## src/rtl/mie_pkg.sv

```systemverilog
// package: opcodes, field layouts and reset values of the instruction subset executor
package mie_pkg;
    // 14-bit instruction word field positions
    localparam int OPC_HI = 13;
    localparam int OPC_LO = 8;
    localparam int DEST_BIT = 7;
    localparam int FADDR_HI = 6;
    localparam int LIT8_HI = 7;
    localparam int LIT11_HI = 10;
    localparam int JOPC_LO = 11;
    // six-bit opcodes of the byte-oriented group
    localparam logic [5:0] OP_DEC_SKIP = 6'h0B;
    localparam logic [5:0] OP_INC_SKIP = 6'h0F;
    localparam logic [5:0] OP_INC = 6'h0A;
    localparam logic [5:0] OP_OR_FILE = 6'h04;
    localparam logic [5:0] OP_ROT_RIGHT = 6'h0C;
    localparam logic [5:0] OP_OR_LIT = 6'h38;
    // three-bit opcode of the absolute jump
    localparam logic [2:0] OP_JUMP = 3'h5;
    // reset values, and the latch field that fills the upper pc on a jump
    localparam logic [7:0] ACC_RST = 8'h00;
    localparam logic [14:0] PC_RST = 15'h0000;
    localparam int PCU_HI = 6;
    localparam int PCU_LO = 3;
    // instruction cycles: one normally, two for a taken skip or a jump
    localparam logic [1:0] CYC_ONE = 2'h1;
    localparam logic [1:0] CYC_TWO = 2'h2;

    typedef enum logic [2:0] {
        ST_EXEC = 3'b001,
        ST_FLUSH = 3'b010,
        ST_SPARE = 3'b100
    } mie_state_type;

    // instruction presented by fetch, with the addressed register's value
    typedef struct packed {
        logic valid;
        logic [13:0] word;
        logic [7:0] file_data;
    } mie_instr_type;

    // register-file write back
    typedef struct packed {
        logic en;
        logic [6:0] addr;
        logic [7:0] data;
    } mie_wb_type;
endpackage

```

## src/rtl/mie_exec.sv

```systemverilog
// executor for the file increment/decrement, or, rotate and jump instructions
`timescale 1ns/1ps
// Notes on behaviour
// - 7-bit register field, destination flag picks target
// - decrement-skip: skip next when zero, no flags
// - increment-skip: skip next when zero, no flags
// - increment updates only zero flag
// - or literal into accumulator, zero flag only
// - or with register, destination chosen, zero only
// - rotate right through carry, carry only
// - jump loads 11-bit operand into low pc
// - jump fills pc 14:11 from latch 6:3
// - jump takes two cycles, flags unchanged
module mie_exec (
    input wire logic clk_sys, // core instruction clock
    input wire logic sys_rst, // synchronous reset, active high
    input wire logic cyc_en, // one-cycle enable per instruction cycle
    input wire mie_pkg::mie_instr_type instr_in, // fetched instruction and operand
    input wire logic [6:0] pc_latch_in, // upper pc latch contents
    input wire logic carry_in, // current carry flag
    output mie_pkg::mie_wb_type wb_out, // register write back
    output logic [7:0] acc_out, // accumulator
    output logic [14:0] pc_out, // program counter
    output logic zero_we, // zero flag write strobe
    output logic zero_val, // zero flag value
    output logic carry_we, // carry flag write strobe
    output logic carry_val, // carry flag value
    output logic squash_out, // current slot executes as a no-operation
    output logic [1:0] cycles_out // cycles of last completed instruction
);
    import mie_pkg::*;

    // one instruction slot per cyc_en pulse; between pulses every registered
    // output holds, apart from the one-cycle write strobes and the free-running write-back address, data and flag values

    ////////////////////////////////////////////////////////////////////////
    // decode
    // fields are cut straight from the word; nothing in this section is registered
    mie_state_type state_q; // executing or flushing a slot
    logic [5:0] opc; // byte-group opcode
    logic dest_file; // destination flag
    logic [6:0] faddr; // register field
    logic [7:0] fval; // register operand
    logic [7:0] res; // eight-bit result
    logic to_file; // result goes back to the register
    logic wr_res; // instruction writes a result
    logic is_skip; // skip-type instruction
    logic is_jump; // absolute jump
    logic upd_z; // zero flag affected
    logic upd_c; // carry flag affected
    logic new_c; // carry from the rotate
    logic live; // instruction really executes this cycle
    logic take_two; // taken skip or jump, next slot is thrown away

    // zero test shared by flag and skip decisions
    // (the skip looks at the result itself, never at a zero flag it may not own)
    function automatic logic is_zero(input logic [7:0] v);
        return v == 8'h00;
    endfunction

    assign opc = instr_in.word[OPC_HI:OPC_LO];
    assign dest_file = instr_in.word[DEST_BIT];
    assign faddr = instr_in.word[FADDR_HI:0];
    assign fval = instr_in.file_data;
    assign is_jump = instr_in.word[OPC_HI:JOPC_LO] == OP_JUMP;
    assign live = cyc_en && instr_in.valid && state_q == ST_EXEC;
    // a taken skip or a jump costs two slots; shared by three processes
    assign take_two = is_jump || (is_skip && is_zero(res));

    // result and flag selection; unknown opcodes write nothing
    always_comb begin
        res = 8'h00;
        wr_res = 1'b1;
        is_skip = 1'b0;
        upd_z = 1'b0;
        upd_c = 1'b0;
        new_c = carry_in;
        to_file = dest_file;
        // target follows the destination flag; the literal form overrides it
        case (opc)
            OP_DEC_SKIP: begin
                res = fval - 8'h01;
                is_skip = 1'b1;
            end
            OP_INC_SKIP: begin
                res = fval + 8'h01;
                is_skip = 1'b1;
            end
            OP_INC: begin
                res = fval + 8'h01;
                upd_z = 1'b1;
            end
            OP_OR_FILE: begin
                res = acc_out | fval;
                upd_z = 1'b1;
            end
            OP_ROT_RIGHT: begin
                res = {carry_in, fval[7:1]};
                new_c = fval[0];
                upd_c = 1'b1;
            end
            OP_OR_LIT: begin
                res = acc_out | instr_in.word[LIT8_HI:0];
                to_file = 1'b0;
                upd_z = 1'b1;
            end
            default: begin
                wr_res = 1'b0; // jumps and foreign opcodes store nothing
            end
        endcase
        // the jump shares no opcode with the byte group, but is forced quiet
        // anyway so that a later opcode overlap cannot make it write
        if (is_jump) begin
            wr_res = 1'b0;
            upd_z = 1'b0;
            upd_c = 1'b0;
        end
    end

    ////////////////////////////////////////////////////////////////////////
    // slot sequencing: a taken skip or a jump turns the next slot into a no-operation
    // the spare code is never entered; the default branch walks a stray state
    // back to execute rather than locking the core up
    always_ff @(posedge clk_sys) begin
        if (sys_rst) begin
            state_q <= ST_EXEC;
        end else if (cyc_en) begin
            case (state_q)
                ST_EXEC: begin
                    if (live && take_two) begin
                        state_q <= ST_FLUSH;
                    end
                end
                ST_FLUSH: begin
                    state_q <= ST_EXEC; // flushed slot consumed
                end
                default: begin
                    state_q <= ST_EXEC;
                end
            endcase
        end
    end

    // squash marker for the fetch side, asserted while the flushed slot runs
    always_ff @(posedge clk_sys) begin
        if (sys_rst) begin
            squash_out <= 1'b0;
        end else if (cyc_en) begin
            squash_out <= live && take_two;
        end
    end

    ////////////////////////////////////////////////////////////////////////
    // accumulator
    // it only moves on an executed slot, so a flushed slot cannot disturb it
    // even though the fetch side still presents a word there
    always_ff @(posedge clk_sys) begin
        if (sys_rst) begin
            acc_out <= ACC_RST;
        end else if (live && wr_res && !to_file) begin
            acc_out <= res;
        end
    end

    // register write back, one strobe per executed instruction that writes a register
    // address and data follow every cycle; only en qualifies them, which
    // saves an enable on fifteen flops at the cost of busier data lines
    always_ff @(posedge clk_sys) begin
        if (sys_rst) begin
            wb_out <= '0;
        end else begin
            wb_out.en <= live && wr_res && to_file;
            wb_out.addr <= faddr;
            wb_out.data <= res;
        end
    end

    ////////////////////////////////////////////////////////////////////////
    // status flag strobes; only the flags an instruction owns are written
    // the values run free; the flag file must take them only with a strobe
    always_ff @(posedge clk_sys) begin
        if (sys_rst) begin
            zero_we <= 1'b0;
            zero_val <= 1'b0;
            carry_we <= 1'b0;
            carry_val <= 1'b0;
        end else begin
            zero_we <= live && upd_z;
            zero_val <= is_zero(res);
            carry_we <= live && upd_c;
            carry_val <= new_c;
        end
    end

    ////////////////////////////////////////////////////////////////////////
    // program counter: advance each slot, jump loads the absolute target
    // a slot without an instruction leaves pc alone; a flushed slot still counts
    // limitation: pc simply wraps at the top of its fifteen-bit space
    always_ff @(posedge clk_sys) begin
        if (sys_rst) begin
            pc_out <= PC_RST;
        end else if (live && is_jump) begin
            // the wide latch field is taken over the narrow reading
            pc_out <= {pc_latch_in[PCU_HI:PCU_LO], instr_in.word[LIT11_HI:0]};
        end else if (cyc_en && (instr_in.valid || state_q == ST_FLUSH)) begin
            pc_out <= pc_out + 15'h0001;
        end
    end

    // cycle count of the instruction that just completed
    // held until the next executed slot, so a flushed slot does not overwrite
    // the two-cycle figure of the instruction that caused it
    always_ff @(posedge clk_sys) begin
        if (sys_rst) begin
            cycles_out <= CYC_ONE;
        end else if (live) begin
            if (take_two) begin
                cycles_out <= CYC_TWO;
            end else begin
                cycles_out <= CYC_ONE;
            end
        end
    end
endmodule

```

## config.mk

```make
export PLATFORM = sky130hd
export DESIGN_NAME = mie_exec
export DESIGN_NICKNAME = d
export VERILOG_FILES = /design/src/rtl/mie_pkg.sv /design/src/rtl/mie_exec.sv
export SDC_FILE = /design/constraint.sdc
export NUM_CORES = 1
export LEC_CHECK = 0
export BUFFER_PORTS_ARGS = -buffer_cell sky130_fd_sc_hd__buf_2
export CORE_MARGIN = 2
export CORE_UTILIZATION = 30
export DETAILED_ROUTE_END_ITERATION = 10
export GPL_TIMING_DRIVEN = 0
export SYNTH_ARGS = -nofsm -noshare
export SYNTH_HDL_FRONTEND = slang
export SYNTH_SLANG_ARGS = --single-unit
```

## constraint.sdc

```tcl
create_clock -name clk_sys -period 3.58 [get_ports clk_sys]
set_input_delay 0.716 -clock clk_sys [delete_from_list [all_inputs] [get_ports clk_sys]]
set_output_delay 0.716 -clock clk_sys [all_outputs]
set_load 0.02 [all_outputs]
```

==> flow_summary.yaml <==
status:
  outcome: "complete, no violations"
floorplan:
  row_count: 33
  coreArea_um2: 8300
  ios: 80
  dieArea_um2: 9430
  initial_utilization: 0.313
  die_y_um: 97.1
  die_w_um: 97.1
routing:
  first_pass_iters: 4
  drt-vias-per-instance: 5.20
  drc: 0
  vias: 2524
  ant_nets: 0
  dr.first_iter.drc_count: 97
  routed_wl_um: 7770
  avgRoutedWirePerCell_um: 16.0
setup_path:
  rrSetupSlack_ns: 1.60
  crit_family: "simple AND/OR/NAND/NOR gates"
  critPathBufInv: 2
  crit_cells: 12
  r2r-start: "state_q[1]"
  cpMostUsedCell: "a221oi_2"
  worst_ep_arrival_time_ns: 3.60
  cp-end-kind: "flip-flop"
  cp_max_fo: 8
  reg2reg_depth: 7
  start_kind: "input port"
  crit_start: "instr_in[20]"
  crit_path_cell_trace: "buf_2 -> nand4bb_2 -> or3_4 -> ha_1 -> a211o_1 -> and3_1 -> a221oi_2 -> xnor2_1 -> a221oi_2 -> buf_4 -> and4_1 -> nor2_1"
  crit_required_ns: 3.77
  critical_path.slowest_cell: "or3_4"
  cpPeakStageDelay_ns: 0.45
  worstSetupPathType: "input port to flip-flop"
synthesis:
  yosysSeqAreaShare: 0.369
  synth_top_area_frac: 0.369
  postSynthCellCount: 297
  yosys.cell_types.count: 62
  synth_area_um2: 2600
  synth_edf_count: 0
  synth.most_common_cell: "dfxtp_1"
  ys.flop_type: "dfxtp_1"
  ys_warn_count: 0
  ys_ff_latch: 48
  synth_common_cells: "dfxtp_1 (48), nor2_1 (47), nand2_1 (14)"
  yosysTopAreaCell: "dfxtp_1"
  async_flop_share: 0
  avgSynthCellArea_um2: 8.76
  syn_nets: 339
  synth.area.top_cells: "dfxtp_1 (37%), nor2_1 (6.8%), a211oi_1 (3.5%)"
min_path:
  min_path_cells: 2
  hp-class: "flip-flop to flip-flop"
  min_from: "cycles_out[1]"
finish:
  final.fill_count: 877
  n_antenna_cell: 0
  fin_nets: 421
  drive_above_1_share: 0.279
  syn_to_final_growth_pct: 24.8
  fin_area_um2: 3250
  instances_no_fill: 485
power_and_ir_drop:
  p_leak_nw: 1.40
  p_per_area_nw_per_um2: 362
  power_mw: 1.18
  vdd_drop_max_v: 0.000166
grt:
  grt_first_pass_wirelength_um: 12600
  grtUsageTotal: 0.163
  grt_pass1_vias: 2482
  grt_max_degree: 15
  antenna_found_initial: 0
  gr-total-overflow: 0
clock_network:
  cts_root_buf: "clkbuf_8"
  clock_latency_ns: 0.30
  cts_tree: "built"
  ctsHoldBuffers: 0
  cts_sinks: 48
  numCtsBuffers: 5
  cts-htree-levels: 2
  cts_buffer_depth: 2
  cts.clk_slew.worst_paths_ns: 0.08
sta:
  slew_viol_final: 0
  rsz0062_at_grt: "no"
  finalSetupViolations: 0
  fin_crit_ns: 3.41
  finalHoldViolCount: 0
  tightest_slew_ns: 0.572
  skew_ns: 0.00975
  fmax_mhz: 293
  slew-limit-headroom: 0.619
  finalWorstSetupSlack_ns: 0.171
  finalSetupTns_ns: 0
  period_share: 0.952
placed_design:
  place_congestion: 0.933
  dp.cells: 476
  postPlaceCellArea_um2: 3100
  pre_cts_slack_ns: -0.375
  dp_hpwl_um: 6010
  portBuffers: 74
flow_run:
  maxCapViolCount: 0
placed cells by master (no fill, tap or decap), drive strengths merged, types with 4 or more instances in the layout:
cell type / n
nor2b: 10
nand2: 15
a21o: 4
and4: 4
clkbuf: 16
a21oi: 14
nor3b: 5
dfxtp: 48
and3: 11
xor2: 8
nor2: 49
o21ai: 11
a211oi: 14
a221oi: 8
buf: 79
ha: 7
nor3: 9
nand3: 7
nand4: 5
through the flow:
step	utilization	hold WS [ns]
after floorplan	-	0.461
after global placement	0.374	0.463
after detailed placement	0.374	0.462
after CTS	0.390	0.481
after global routing	0.391	0.535
final	0.391	0.476
kinds of logic (layout without fill, tap and decap cells):
family / Yosys count / in the layout / share of synthesized area
buffers and inverters: 16 / 99 / 0.0308
adder cells (fa/ha/maj): 8 / 8 / 0.0414
XOR/XNOR: 11 / 11 / 0.0370
flip-flops: 48 / 48 / 0.369
AND/OR/NAND/NOR: 135 / 135 / 0.282
multiplexers: 2 / 2 / 0.00770
AO/OA/AOI/OAI: 77 / 77 / 0.232
final cells by class:
class	count	area, um2	share of cell area
clock inverter	1	30.0	0.00925
sequential	48	961	0.296
timing repair buffer	75	378	0.116
inverter	3	11.3	0.00347
multi-input combinational	233	1570	0.484
buffer	13	68.8	0.0212
tap	105	131	0.0405
clock buffer	7	96.3	0.0297
repair_timing:
action,in CTS,in global routing
gates resized for setup,1,1
buffers inserted,0,1
setup endpoints to repair,5,6
pin swaps,0,2
power by group:
part	internal (mW)	switching, mW	total, mW
combinational	0.0703	0.113	0.183
sequential	0.548	0.00860	0.557
clock	0.247	0.189	0.435
total	0.865	0.310	1.18
per-layer routing:
layer  GRT usage  share of wire  wire length, um
met5           0              0                0
met4      0.0509          0.025              198
met3      0.0360          0.052              405
met2       0.256           0.45             3490
met1       0.224           0.47             3680
worst min-delay path, cell delays in order, from the launching register on:
cell and delay, ns:
dfxtp_1 0.32, nand2_1 0.05, nand3_1 0.06
path summary, 6_finish.rpt:
kind	end
hold / removal	cycles_out[1]
setup reg to reg	pc_out[14]
setup / recovery	state_q[0]
hold reg to reg	cycles_out[1]
registers in the layout, indices dropped and copies added (netlist names):
register and cells:
acc_out 8, carry_val 1, carry_we 1, cycles_out 2
pc_out 15, squash_out 1, state_q 2, wb_out 16
zero_val 1, zero_we 1
(Power assumes the default switching activity.)
